`config.mk`:
```
export PLATFORM = sky130hd
export DESIGN_NAME = pba_dev_flat
export DESIGN_NICKNAME = d
export VERILOG_FILES = /design/src/hdl/pba_pkg.sv /design/src/hdl/pba_if.sv /design/src/hdl/pba_dev.sv /design/src/flat_wrapper.sv
export VERILOG_INCLUDE_DIRS = /design/src /design/src/hdl
export SDC_FILE = /design/constraint.sdc
export NUM_CORES = 2
export LEC_CHECK = 0
export ABC_AREA = 1
export ABC_CLOCK_PERIOD_IN_PS = 23800
export BUFFER_PORTS_ARGS = -buffer_cell sky130_fd_sc_hd__buf_2
export CELL_PAD_IN_SITES_DETAIL_PLACEMENT = 1
export CELL_PAD_IN_SITES_GLOBAL_PLACEMENT = 2
export CORE_MARGIN = 2
export CORE_UTILIZATION = 43
export CTS_CLUSTER_DIAMETER = 100
export CTS_CLUSTER_SIZE = 30
export DETAILED_ROUTE_END_ITERATION = 7
export PLACE_DENSITY_LB_ADDON = 0.05
export SLEW_MARGIN = 40
export SYNTH_ARGS = -nofsm -noshare
export SYNTH_HDL_FRONTEND = slang
export SYNTH_SLANG_ARGS = --single-unit
export TNS_END_PERCENT = 50
```
`constraint.sdc`:
```
create_clock -name clk_sys_i -period 23.8 [get_ports clk_sys_i]
set_clock_uncertainty 0.1 [all_clocks]
set_input_delay 3.57 -clock clk_sys_i [delete_from_list [all_inputs] [get_ports clk_sys_i]]
set_output_delay 3.57 -clock clk_sys_i [all_outputs]
set_load 0.02 [all_outputs]
```
`src/hdl/pba_consts.svh`:
```
// constants of the packet buffer allocator: sizes, command codes, queue and
// flag positions, register offsets and reset values.
// assumes nothing; included by the package and by both ends.
`ifndef PBA_CONSTS_SVH
`define PBA_CONSTS_SVH

////////////////////////////////////////////////////////////////////////////////
// pool shape
`define PBA_NUM_PKT     16
`define PBA_PNUM_W      4
`define PBA_PAGE_W      8
`define PBA_MEM_PAGES   8'h18
`define PBA_STAT_W      16
`define PBA_PTR_W       11

////////////////////////////////////////////////////////////////////////////////
// command codes on the link
`define PBA_CMD_NOP     3'h0
`define PBA_CMD_ALLOC   3'h1
`define PBA_CMD_ENQ     3'h2
`define PBA_CMD_REL     3'h3
`define PBA_CMD_RXPOP   3'h4
`define PBA_CMD_TXACK   3'h5
`define PBA_CMD_TXEN    3'h6

////////////////////////////////////////////////////////////////////////////////
// queue indices and flag bits
`define PBA_NQ          3
`define PBA_Q_TX        0
`define PBA_Q_DONE      1
`define PBA_Q_RX        2
`define PBA_FL_RX       0
`define PBA_FL_TXD      1
`define PBA_FL_TXE      2
`define PBA_FL_ALLOC    3

////////////////////////////////////////////////////////////////////////////////
// host register word offsets and reset values
`define PBA_REG_CMD     4'h0
`define PBA_REG_CTRL    4'h1
`define PBA_REG_SEL     4'h2
`define PBA_REG_PTR     4'h3
`define PBA_REG_SAVE    4'h4
`define PBA_REG_STAT    4'h5
`define PBA_REG_QUE     4'h6
`define PBA_REG_PSTAT   4'h7
`define PBA_RST_RESERVE 8'h00
`define PBA_RST_MASK    4'h0

`endif

```
`src/hdl/pba_pkg.sv`:
```
// types shared by both ends of the packet buffer allocator.
// assumes pba_consts.svh is on the include path.
`include "pba_consts.svh"
package pba_pkg;
	typedef logic [`PBA_PNUM_W-1:0] pba_pnum_t;   // packet number
	typedef logic [`PBA_PAGE_W-1:0] pba_pages_t;  // page count
	typedef logic [`PBA_STAT_W-1:0] pba_stat_t;   // completion status word
	typedef enum logic [2:0] {
		PBA_NOP   = `PBA_CMD_NOP,
		PBA_ALLOC = `PBA_CMD_ALLOC,
		PBA_ENQ   = `PBA_CMD_ENQ,
		PBA_REL   = `PBA_CMD_REL,
		PBA_RXPOP = `PBA_CMD_RXPOP,
		PBA_TXACK = `PBA_CMD_TXACK,
		PBA_TXEN  = `PBA_CMD_TXEN
	} pba_cmd_t;
endpackage

```
`src/hdl/pba_if.sv`:
```
// link between the host controller and the buffer manager.
// assumes both ends run on the same clock; no clocking here.
`timescale 1ns/100ps
`default_nettype none
`include "pba_consts.svh"
interface pba_if;
	// host to manager
	logic                   cmd_valid;     // one-cycle command strobe
	pba_pkg::pba_cmd_t      cmd_code;      // command
	pba_pkg::pba_pages_t    cmd_arg;       // pages for an allocation
	pba_pkg::pba_pnum_t     pkt_sel;       // packet_select_reg value
	pba_pkg::pba_pages_t    reserve;       // pages held back for transmit
	logic                   auto_free;     // release good transmits at once
	logic [3:0]             irq_mask;      // per-flag interrupt enable
	// manager to host
	logic                   alloc_pending; // allocation still waiting
	pba_pkg::pba_pnum_t     alloc_pnum;    // number given by last allocation
	pba_pkg::pba_pages_t    free_pages;    // free pool, read only
	pba_pkg::pba_pages_t    total_pages;   // pool size, read only
	logic [3:0]             flags;         // raw event flags
	logic                   irq;           // masked interrupt
	logic                   tx_enable;     // transmit_enable_bit
	pba_pkg::pba_pnum_t     rx_head;       // head of received queue
	pba_pkg::pba_pnum_t     done_head;     // head of completion queue
	pba_pkg::pba_stat_t     pkt_status;    // status word of selected packet

	modport dev (
		input  cmd_valid, cmd_code, cmd_arg, pkt_sel, reserve, auto_free, irq_mask,
		output alloc_pending, alloc_pnum, free_pages, total_pages, flags, irq,
		output tx_enable, rx_head, done_head, pkt_status
	);
	modport host (
		output cmd_valid, cmd_code, cmd_arg, pkt_sel, reserve, auto_free, irq_mask,
		input  alloc_pending, alloc_pnum, free_pages, total_pages, flags, irq,
		input  tx_enable, rx_head, done_head, pkt_status
	);
endinterface
`default_nettype wire

```
`src/hdl/pba_dev.sv`:
```
// buffer manager: shared page pool, packet numbers, three packet queues,
// completion status store and the queue based interrupt flags.
// assumes the host drives the link from the same clock and the network
// engine on the plain ports keeps one request open at a time.
//
// How it works
// [RL1] one shared page pool, no fixed split
// [RL2] only writers allocate: host tx, engine rx
// [RL3] rx allocation fails below transmit reserve; the code also refuses it when free pages equal the reserve
// [RL4] rx accepted again once free exceeds reserve
// [RL5] zero reserve gives plain first-come allocation
// [RL6] free pages and pool size readable
// [RL7] reserve changeable live, running receptions finish
// [RL8] results stored per packet, no register wait
// [RL9] rx interrupt while rx queue non-empty, enabled
// [RL10] tx done flag while completion queue non-empty
// [RL11] tx empty flag while transmit queue empty
// [RL12] auto-free releases good transmits, skips completion
// [RL13] completions returned in finishing order
// [RL14] per-packet mode: done irq, no auto-free
// [RL15] per-sequence mode: both irqs, auto-free on
// [RL16] fatal error under auto-free sets done flag
// [RL17] interrupting code saves and restores pointer
// [RL18] interrupting code saves packet select too
// [RL19] allocation done cleared on new request; a host grant landing in the same cycle sets it instead
// [RL20] numbers central, reused only after release
// [RL21] tx failure raises done, clears transmit enable
// [RL22] free count follows every allocation and release
`timescale 1ns/100ps
`default_nettype none
`include "pba_consts.svh"
module pba_dev (
	input  wire logic                clk_sys_i,         // system clock
	input  wire logic                resetn_i,          // async reset, low
	pba_if.dev                       link,              // host side
	input  wire logic                rx_alloc_req_i,    // engine wants a packet
	input  wire pba_pkg::pba_pages_t rx_alloc_pages_i,  // pages it needs
	output logic                     rx_alloc_ack_o,    // one-cycle answer
	output logic                     rx_alloc_ok_o,     // answer was a grant
	output pba_pkg::pba_pnum_t       rx_alloc_pnum_o,   // granted number
	input  wire logic                rx_done_i,         // end of reception
	input  wire logic                rx_good_i,         // frame kept
	input  wire pba_pkg::pba_pnum_t  rx_pnum_i,         // packet it filled
	input  wire pba_pkg::pba_stat_t  rx_status_i,       // receive status word
	output logic                     tx_req_o,          // packet ready to send
	output pba_pkg::pba_pnum_t       tx_pnum_o,         // packet to send
	input  wire logic                tx_done_i,         // transmission finished
	input  wire logic                tx_ok_i,           // it succeeded
	input  wire pba_pkg::pba_stat_t  tx_status_i        // transmit status word
);

	////////////////////////////////////////////////////////////////////////////
	// state
	logic [`PBA_NUM_PKT-1:0] in_use;                  // number owned by someone
	pba_pkg::pba_pages_t     pages_of [`PBA_NUM_PKT]; // pages behind each number
	pba_pkg::pba_stat_t      status_of [`PBA_NUM_PKT];// result word per number
	pba_pkg::pba_pages_t     free_pages;              // pages still in the pool
	logic                    alloc_pend;              // host allocation waiting
	pba_pkg::pba_pages_t     alloc_pages;             // its size
	pba_pkg::pba_pnum_t      alloc_pnum;              // last host grant
	logic                    alloc_done;              // allocation_done_irq flag
	logic                    tx_enable;               // transmit_enable_bit
	logic [`PBA_NQ-1:0]      q_push;                  // queue writes
	logic [`PBA_NQ-1:0]      q_pop;                   // queue reads
	logic [`PBA_NQ-1:0]      q_empty;                 // queue empty
	pba_pkg::pba_pnum_t      q_din [`PBA_NQ];         // value written
	pba_pkg::pba_pnum_t      q_head [`PBA_NQ];        // oldest entry

	////////////////////////////////////////////////////////////////////////////
	// command decode
	wire cmd_alloc = link.cmd_valid && (link.cmd_code == pba_pkg::PBA_ALLOC);
	wire cmd_enq   = link.cmd_valid && (link.cmd_code == pba_pkg::PBA_ENQ);
	wire cmd_rel   = link.cmd_valid && (link.cmd_code == pba_pkg::PBA_REL);
	wire cmd_rxpop = link.cmd_valid && (link.cmd_code == pba_pkg::PBA_RXPOP);
	wire cmd_txack = link.cmd_valid && (link.cmd_code == pba_pkg::PBA_TXACK);
	wire cmd_txen  = link.cmd_valid && (link.cmd_code == pba_pkg::PBA_TXEN);
	wire tx_fail   = tx_done_i && !tx_ok_i;
	wire tx_auto   = tx_done_i && tx_ok_i && link.auto_free;

	////////////////////////////////////////////////////////////////////////////
	// lowest unused packet number
	logic               lo_valid;  // some number is free
	pba_pkg::pba_pnum_t lo_pnum;   // lowest free number
	always_comb begin
		lo_valid = 1'b0;
		lo_pnum  = '0;
		for (int n = `PBA_NUM_PKT - 1; n >= 0; n--) begin
			if (!in_use[n]) begin
				lo_valid = 1'b1;
				lo_pnum  = pba_pkg::pba_pnum_t'(n);
			end
		end
	end

	////////////////////////////////////////////////////////////////////////////
	// allocation arbitration; the engine wins a tie because a frame on the
	// wire cannot wait, the host request just stays pending one more cycle
	wire rx_try    = rx_alloc_req_i && !rx_alloc_ack_o;                 // [RL2]
	wire rx_room   = free_pages > link.reserve;                         // [RL3] [RL4] [RL7]
	wire rx_fits   = lo_valid && rx_room && (free_pages >= rx_alloc_pages_i); // [RL5]
	wire rx_grant  = rx_try && rx_fits;
	wire host_try  = alloc_pend && !rx_try;                             // [RL2]
	wire host_fits = lo_valid && (free_pages >= alloc_pages);           // [RL1]
	wire host_grant = host_try && host_fits;
	wire any_grant = rx_grant || host_grant;
	wire [`PBA_PAGE_W-1:0] grant_pages = rx_grant ? rx_alloc_pages_i : alloc_pages;

	////////////////////////////////////////////////////////////////////////////
	// releases from all sources may land in one cycle, so they are a vector
	logic [`PBA_NUM_PKT-1:0] rel_vec;   // numbers released this cycle
	logic [`PBA_NUM_PKT-1:0] alloc_vec; // number granted this cycle
	pba_pkg::pba_pages_t     rel_sum;   // pages coming back
	always_comb begin
		rel_sum = '0;
		for (int n = 0; n < `PBA_NUM_PKT; n++) begin
			if (rel_vec[n]) begin
				rel_sum = pba_pkg::pba_pages_t'(rel_sum + pages_of[n]);
			end
		end
	end

	// next free count: minus the grant, plus everything released
	wire [`PBA_PAGE_W-1:0] next_free = pba_pkg::pba_pages_t'(free_pages
		- (any_grant ? grant_pages : 8'h00) + rel_sum);

	////////////////////////////////////////////////////////////////////////////
	// per packet number bookkeeping
	genvar n;
	generate
		for (n = 0; n < `PBA_NUM_PKT; n++) begin : g_pkt
			assign alloc_vec[n] = any_grant && (lo_pnum == n);
			assign rel_vec[n] = in_use[n] && (
				(cmd_rel && link.pkt_sel == n) ||
				(cmd_rxpop && !q_empty[`PBA_Q_RX] && q_head[`PBA_Q_RX] == n) ||
				(rx_done_i && !rx_good_i && rx_pnum_i == n) ||
				(tx_auto && q_head[`PBA_Q_TX] == n));           // [RL12]
			// ownership, size and stored result of this number
			always_ff @(posedge clk_sys_i or negedge resetn_i) begin
				if (!resetn_i) begin
					in_use[n]    <= 1'b0;
					pages_of[n]  <= '0;
					status_of[n] <= '0;
				end else begin
					in_use[n] <= (in_use[n] && !rel_vec[n]) || alloc_vec[n]; // [RL20]
					if (alloc_vec[n]) begin
						pages_of[n] <= grant_pages;
					end
					if (tx_done_i && q_head[`PBA_Q_TX] == n) begin
						status_of[n] <= tx_status_i;                // [RL8]
					end else if (rx_done_i && rx_pnum_i == n) begin
						status_of[n] <= rx_status_i;                // [RL8]
					end
				end
			end
		end
	endgenerate

	////////////////////////////////////////////////////////////////////////////
	// queues: each is deep enough for every number, so no full check
	assign q_push[`PBA_Q_TX]   = cmd_enq;
	assign q_din[`PBA_Q_TX]    = link.pkt_sel;
	assign q_pop[`PBA_Q_TX]    = tx_done_i && !q_empty[`PBA_Q_TX];
	assign q_push[`PBA_Q_DONE] = tx_done_i && !tx_auto;        // [RL12] [RL16] [RL21]
	assign q_din[`PBA_Q_DONE]  = q_head[`PBA_Q_TX];            // [RL13]
	assign q_pop[`PBA_Q_DONE]  = cmd_txack && !q_empty[`PBA_Q_DONE];
	assign q_push[`PBA_Q_RX]   = rx_done_i && rx_good_i;
	assign q_din[`PBA_Q_RX]    = rx_pnum_i;
	assign q_pop[`PBA_Q_RX]    = cmd_rxpop && !q_empty[`PBA_Q_RX];

	genvar q;
	generate
		for (q = 0; q < `PBA_NQ; q++) begin : g_q
			pba_pkg::pba_pnum_t     mem [`PBA_NUM_PKT]; // queue storage
			logic [`PBA_PNUM_W:0]   wr_ptr;             // write index, extra wrap bit
			logic [`PBA_PNUM_W:0]   rd_ptr;             // read index
			assign q_empty[q] = (wr_ptr == rd_ptr);
			assign q_head[q]  = mem[rd_ptr[`PBA_PNUM_W-1:0]];
			// pointers move on their own strobes
			always_ff @(posedge clk_sys_i or negedge resetn_i) begin
				if (!resetn_i) begin
					wr_ptr <= '0;
					rd_ptr <= '0;
				end else begin
					if (q_push[q]) begin
						wr_ptr <= wr_ptr + 1'b1;
					end
					if (q_pop[q]) begin
						rd_ptr <= rd_ptr + 1'b1;
					end
				end
			end
			// storage has no reset; only entries behind wr_ptr are read
			always_ff @(posedge clk_sys_i) begin
				if (q_push[q]) begin
					mem[wr_ptr[`PBA_PNUM_W-1:0]] <= q_din[q];
				end
			end
		end
	endgenerate

	////////////////////////////////////////////////////////////////////////////
	// pool count, host allocation and transmit enable
	always_ff @(posedge clk_sys_i or negedge resetn_i) begin
		if (!resetn_i) begin
			free_pages  <= `PBA_MEM_PAGES;
			alloc_pend  <= 1'b0;
			alloc_pages <= '0;
			alloc_pnum  <= '0;
			alloc_done  <= 1'b0;
			tx_enable   <= 1'b0;
		end else begin
			free_pages <= next_free;                                    // [RL22]
			if (cmd_alloc) begin
				alloc_pend  <= 1'b1;
				alloc_pages <= link.cmd_arg;
			end else if (host_grant) begin
				alloc_pend <= 1'b0;
			end
			if (host_grant) begin
				alloc_pnum <= lo_pnum;
			end
			// a grant in the cycle of a new request still shows
			if (host_grant) begin
				alloc_done <= 1'b1;
			end else if (cmd_alloc) begin
				alloc_done <= 1'b0;                                     // [RL19]
			end
			// a failure stops the sequence even against a re-enable
			if (tx_fail) begin
				tx_enable <= 1'b0;                                      // [RL21]
			end else if (cmd_txen) begin
				tx_enable <= 1'b1;
			end
		end
	end

	////////////////////////////////////////////////////////////////////////////
	// engine answer, registered so it stands one clean cycle
	always_ff @(posedge clk_sys_i or negedge resetn_i) begin
		if (!resetn_i) begin
			rx_alloc_ack_o  <= 1'b0;
			rx_alloc_ok_o   <= 1'b0;
			rx_alloc_pnum_o <= '0;
		end else begin
			rx_alloc_ack_o <= rx_try;
			rx_alloc_ok_o  <= rx_grant;                                 // [RL3]
			if (rx_grant) begin
				rx_alloc_pnum_o <= lo_pnum;
			end
		end
	end

	////////////////////////////////////////////////////////////////////////////
	// outputs
	assign tx_req_o  = tx_enable && !q_empty[`PBA_Q_TX];
	assign tx_pnum_o = q_head[`PBA_Q_TX];

	wire [3:0] flags = {alloc_done,
		q_empty[`PBA_Q_TX],                                              // [RL11]
		!q_empty[`PBA_Q_DONE],                                           // [RL10] [RL16]
		!q_empty[`PBA_Q_RX]};
	assign link.flags         = flags;
	assign link.irq           = |(flags & link.irq_mask);              // [RL9]
	assign link.alloc_pending = alloc_pend;
	assign link.alloc_pnum    = alloc_pnum;
	assign link.free_pages    = free_pages;                            // [RL6]
	assign link.total_pages   = `PBA_MEM_PAGES;                        // [RL6]
	assign link.tx_enable     = tx_enable;
	assign link.rx_head       = q_head[`PBA_Q_RX];
	assign link.done_head     = q_head[`PBA_Q_DONE];                   // [RL13]
	assign link.pkt_status    = status_of[link.pkt_sel];               // [RL8]

endmodule
`default_nettype wire

```
`src/flat_wrapper.sv`:
```
// flat-port wrapper written by rule: the top's interface ports become plain ports
module pba_dev_flat 
  (clk_sys_i, resetn_i, rx_alloc_req_i, rx_alloc_pages_i, rx_alloc_ack_o, rx_alloc_ok_o, rx_alloc_pnum_o, rx_done_i, rx_good_i, rx_pnum_i, rx_status_i, tx_req_o, tx_pnum_o, tx_done_i, tx_ok_i, tx_status_i, link_cmd_valid, link_cmd_code, link_cmd_arg, link_pkt_sel, link_reserve, link_auto_free, link_irq_mask, link_alloc_pending, link_alloc_pnum, link_free_pages, link_total_pages, link_flags, link_irq, link_tx_enable, link_rx_head, link_done_head, link_pkt_status);
  pba_if link_i ();
  input  wire logic clk_sys_i;
  input  wire logic resetn_i;
  input  wire logic rx_alloc_req_i;
  input  wire pba_pkg::pba_pages_t rx_alloc_pages_i;
  output logic rx_alloc_ack_o;
  output logic rx_alloc_ok_o;
  output pba_pkg::pba_pnum_t rx_alloc_pnum_o;
  input  wire logic rx_done_i;
  input  wire logic rx_good_i;
  input  wire pba_pkg::pba_pnum_t rx_pnum_i;
  input  wire pba_pkg::pba_stat_t rx_status_i;
  output logic tx_req_o;
  output pba_pkg::pba_pnum_t tx_pnum_o;
  input  wire logic tx_done_i;
  input  wire logic tx_ok_i;
  input  wire pba_pkg::pba_stat_t tx_status_i;
  input wire logic [$bits(link_i.cmd_valid)-1:0] link_cmd_valid;
  input wire logic [$bits(link_i.cmd_code)-1:0] link_cmd_code;
  input wire logic [$bits(link_i.cmd_arg)-1:0] link_cmd_arg;
  input wire logic [$bits(link_i.pkt_sel)-1:0] link_pkt_sel;
  input wire logic [$bits(link_i.reserve)-1:0] link_reserve;
  input wire logic [$bits(link_i.auto_free)-1:0] link_auto_free;
  input wire logic [$bits(link_i.irq_mask)-1:0] link_irq_mask;
  output wire logic [$bits(link_i.alloc_pending)-1:0] link_alloc_pending;
  output wire logic [$bits(link_i.alloc_pnum)-1:0] link_alloc_pnum;
  output wire logic [$bits(link_i.free_pages)-1:0] link_free_pages;
  output wire logic [$bits(link_i.total_pages)-1:0] link_total_pages;
  output wire logic [$bits(link_i.flags)-1:0] link_flags;
  output wire logic [$bits(link_i.irq)-1:0] link_irq;
  output wire logic [$bits(link_i.tx_enable)-1:0] link_tx_enable;
  output wire logic [$bits(link_i.rx_head)-1:0] link_rx_head;
  output wire logic [$bits(link_i.done_head)-1:0] link_done_head;
  output wire logic [$bits(link_i.pkt_status)-1:0] link_pkt_status;
  assign link_i.cmd_valid = link_cmd_valid;
  assign link_i.cmd_code = link_cmd_code;
  assign link_i.cmd_arg = link_cmd_arg;
  assign link_i.pkt_sel = link_pkt_sel;
  assign link_i.reserve = link_reserve;
  assign link_i.auto_free = link_auto_free;
  assign link_i.irq_mask = link_irq_mask;
  assign link_alloc_pending = link_i.alloc_pending;
  assign link_alloc_pnum = link_i.alloc_pnum;
  assign link_free_pages = link_i.free_pages;
  assign link_total_pages = link_i.total_pages;
  assign link_flags = link_i.flags;
  assign link_irq = link_i.irq;
  assign link_tx_enable = link_i.tx_enable;
  assign link_rx_head = link_i.rx_head;
  assign link_done_head = link_i.done_head;
  assign link_pkt_status = link_i.pkt_status;
  pba_dev u_core (.clk_sys_i(clk_sys_i), .resetn_i(resetn_i), .link(link_i), .rx_alloc_req_i(rx_alloc_req_i), .rx_alloc_pages_i(rx_alloc_pages_i), .rx_alloc_ack_o(rx_alloc_ack_o), .rx_alloc_ok_o(rx_alloc_ok_o), .rx_alloc_pnum_o(rx_alloc_pnum_o), .rx_done_i(rx_done_i), .rx_good_i(rx_good_i), .rx_pnum_i(rx_pnum_i), .rx_status_i(rx_status_i), .tx_req_o(tx_req_o), .tx_pnum_o(tx_pnum_o), .tx_done_i(tx_done_i), .tx_ok_i(tx_ok_i), .tx_status_i(tx_status_i));
endmodule
```
==> results.sh <==
export IMPL_outcome="completed"
export IMPL_yosysTopAreaCell="dfrtp_1"
export IMPL_crit_arrival_ps=20240
export IMPL_cp_max_fo=19
export IMPL_max_slew_margin=0.441
export IMPL_yosysMostFrequentCell="nand2_1"
export IMPL_fp_dieH_um=299
export IMPL_tritoncts="built"
export IMPL_drcViolationCount=0
export IMPL_synthTopCellsByCount="nand2_1, inv_1, dfrtp_1"
export IMPL_min_from="u_core.rx_alloc_ack_o"
export IMPL_yosys_most_used_dff="dfrtp_1"
export IMPL_avgRoutedWirePerCell_um=21.4
export IMPL_fin_crit_sh=0.834
export IMPL_crit_required_ps=24190
export IMPL_start_util=0.432
export IMPL_cts_sinks=651
export IMPL_rr_endpoint="u_core.link.free_pages[7]"
export IMPL_async_flop_share=0.705
export IMPL_startpoint_type="input port"
export IMPL_postSynthAreaPerCell_um2=8.78
export IMPL_ios=142
export IMPL_setup_viol=0
export IMPL_ctsResizeCount=0
export IMPL_drt_total_wl_um=116000
export IMPL_r2r_cells=84
export IMPL_worst_hold_path_endpoint="u_core.rx_alloc_ack_o"
export IMPL_core_rowCount=108
export IMPL_comb_power_share=0.445
export IMPL_synth_top_area_share=0.306
export IMPL_clock_path_buffers=3
export IMPL_cts_root_buf="clkbuf_16"
export IMPL_layout_min_cycle_time_ps=19850
export IMPL_hold_path_class="register to register"
export IMPL_reg2reg_from="u_core.g_q[0].rd_ptr[1]"
export IMPL_ys_ff_latch=651
export IMPL_cts_setup_buffers=0
export IMPL_worstSetupPathType="input port to register"
export IMPL_cts_htree_levels=2
export IMPL_via_per_inst=5.56
export IMPL_fin_nets=4502
export IMPL_tightest_slew_ps=838
export IMPL_setup_tns_ps=0
export IMPL_slowest_delay_ps=500
export IMPL_drt_pass1_iterations=5
export IMPL_yosysSeqAreaShare=0.461
export IMPL_fin_ws_ps=3950
export IMPL_grt_max_degree=139
export IMPL_swShare=0.435
export IMPL_worstSkewPairLatency_ps=620
export IMPL_cts_reportedPaths_clkPinSlew_ps=100
export IMPL_power_leakage_uw=0.0187
export IMPL_p_sw_uw=1960
export IMPL_vdd_drop_max_uv=69.4
export IMPL_critical_path_top_delay_family="adder cells"
export IMPL_power_frac_seq=0.386
export IMPL_initialDrtViolationCount=1754
export IMPL_gp_congestion=0.815
export IMPL_cts_hold_buf=0
export IMPL_grt_pass1_wl_um=185000
export IMPL_core_area_mm2=0.0865
export IMPL_numCtsBuffers=35
export IMPL_grt_overflow=0
export IMPL_synthCells=4258
export IMPL_p_per_area_mw_per_mm2=111
export IMPL_critPathBufInv=12
export IMPL_grt_pass1_vias=31200
export IMPL_p_int_uw=2540
export IMPL_place_hpwl_um=82100
export IMPL_clkPwrFrac=0.168
export IMPL_synth_area_top_cells="dfrtp_1, edfxtp_1, nand2_1"
export IMPL_cpMostUsedCell="nand2_1"
export IMPL_num_vias=30200
export IMPL_die_w_um=299
export IMPL_drtAntennaViolNets=0
export IMPL_ys_warn_count=0
export IMPL_end_kind="register"
export IMPL_io_buffers=133
export IMPL_fmax_ghz=0.0504
export IMPL_syn_area_mm2=0.0374
export IMPL_grt_usage=0.262
export IMPL_yosys_cell_types_count=68
export IMPL_r2r_slack_ps=5800
export IMPL_pre_cts_ws_ps=3420
export IMPL_maxSlewViolCount=0
export IMPL_holdPathStages=1
export IMPL_antenna_found_initial=7
export IMPL_areaGrowthSynthToFinish_pct=7.93
export IMPL_die_area_mm2=0.0894
export IMPL_drive_gt1_frac=0.116
export IMPL_finalHoldViolations=0
export IMPL_rsz0062_at_grt="false"
export IMPL_cap_violations=0
export IMPL_crit_slowest_cell="clkinv_1"
export IMPL_synth_edf_count=192
## metrics by stage
step	power [uW]	hold WS, ps	instance area (um2)	utilization	cells
2_1_floorplan	3170	354	37400	-	4264
3_3_place_gp	3710	366	39000	0.451	5362
3_5_place_dp	3780	375	39100	0.452	5364
4_1_cts	4550	398	40300	0.466	5428
5_1_grt	4870	424	40400	0.467	5429
6_report	4500	391	40400	0.467	5430
## per-layer routing
layer | global-route usage | share of wire | vias up | wire [um]
li1 | - | - | 14500 | -
met1 | 0.364 | 0.46 | 15000 | 54000
met2 | 0.437 | 0.47 | 528 | 54900
met3 | 0.0273 | 0.036 | 148 | 4240
met4 | 0.0699 | 0.028 | 4 | 3210
met5 | 0 | 0.00023 | - | 27
## how the worst max path moves through the flow
| stage | start | to | slack [ps] | depth (start not counted) |
|---|---|---|---|---|
| finish | tx_done_i | u_core.link.free_pages[7] | 3950 | 80 |
| global placement | link_pkt_sel[0] | u_core.link.free_pages[7] | 3750 | 80 |
| detailed placement | tx_done_i | u_core.link.free_pages[7] | 3420 | 80 |
| global route | tx_done_i | u_core.link.free_pages[7] | 2760 | 94 |
| CTS | tx_done_i | u_core.link.free_pages[7] | 3960 | 80 |
| floorplan | link_cmd_code[0] | u_core.link.free_pages[7] | 5140 | 82 |
## worst register-to-register path, delay by kind of cell (launching register included)
family | cells | cell delay (ps)
adders and majority gates | 18 | 7410
buffers and inverters | 11 | 970
AOI/OAI and AO/OA | 6 | 800
and+or+nand+nor | 43 | 6790
DFF | 1 | 770
xor gates and xnor gates | 6 | 1030
## area by class of cell
| cell class | count | area (um2) |
|---|---|---|
| multi-input cells | 2813 | 17100 |
| repair buffers | 198 | 1260 |
| inverters | 548 | 2080 |
| diodes | 1 | 2.50 |
| flip-flops and latches | 651 | 17300 |
| well taps | 1155 | 1450 |
| fillers | 10200 | 46100 |
| clock inverters | 25 | 354 |
| clock buffers | 39 | 891 |
## sequential cells by signal, summed over array words and instances (netlist names)
signal and cells:
u_core.alloc_done 1, u_core.alloc_pages 8, u_core.g_q.mem 192, u_core.g_q.rd_ptr 15, u_core.g_q.wr_ptr 15, u_core.in_use 16
u_core.link.alloc_pending 1, u_core.link.alloc_pnum 4, u_core.link.free_pages 8, u_core.link.tx_enable 1, u_core.pages_of 128, u_core.rx_alloc_ack_o 1
u_core.rx_alloc_ok_o 1, u_core.rx_alloc_pnum_o 4, u_core.status_of 256
## cells by family (layout without fill, tap and decap cells)
kind of cell | Yosys count | in the layout | share of synthesized area
AOI/OAI and AO/OA | 844 | 844 | 0.145
xor gates and xnor gates | 116 | 116 | 0.0272
other | 2 | 9 | 0.000201
and+or+nand+nor | 1655 | 1655 | 0.213
muxes | 15 | 15 | 0.00405
adders and majority gates | 175 | 175 | 0.0630
buffers and inverters | 800 | 810 | 0.0859
DFF | 651 | 651 | 0.461
## cell usage in the layout (no fill, tap or decap), types with 24 or more instances in the layout
master	n
nand2_1	746
inv_1	522
dfrtp_1	456
nand3_1	437
o21ai_0	337
o221ai_1	237
nor2_1	197
edfxtp_1	192
ha_1	153
buf_2	132
nand3_2	107
a21oi_1	88
xor2_1	68
o22ai_1	65
buf_4	58
xnor2_1	48
o211ai_1	38
clkbuf_16	35
or2_2	33
nand2_2	31
nand4_1	27
o21ai_1	26
and2_1	24
## power by group through the flow
stage | clock network, uW | logic, uW | registers [uW]
2_1_floorplan | 0 | 1470 | 1700
3_3_place_gp | 0 | 1960 | 1750
3_5_place_dp | 0 | 2010 | 1760
4_1_cts | 785 | 2030 | 1740
5_1_grt | 816 | 2270 | 1780
6_report | 758 | 2000 | 1740
Power figures use the tool's default switching activity.
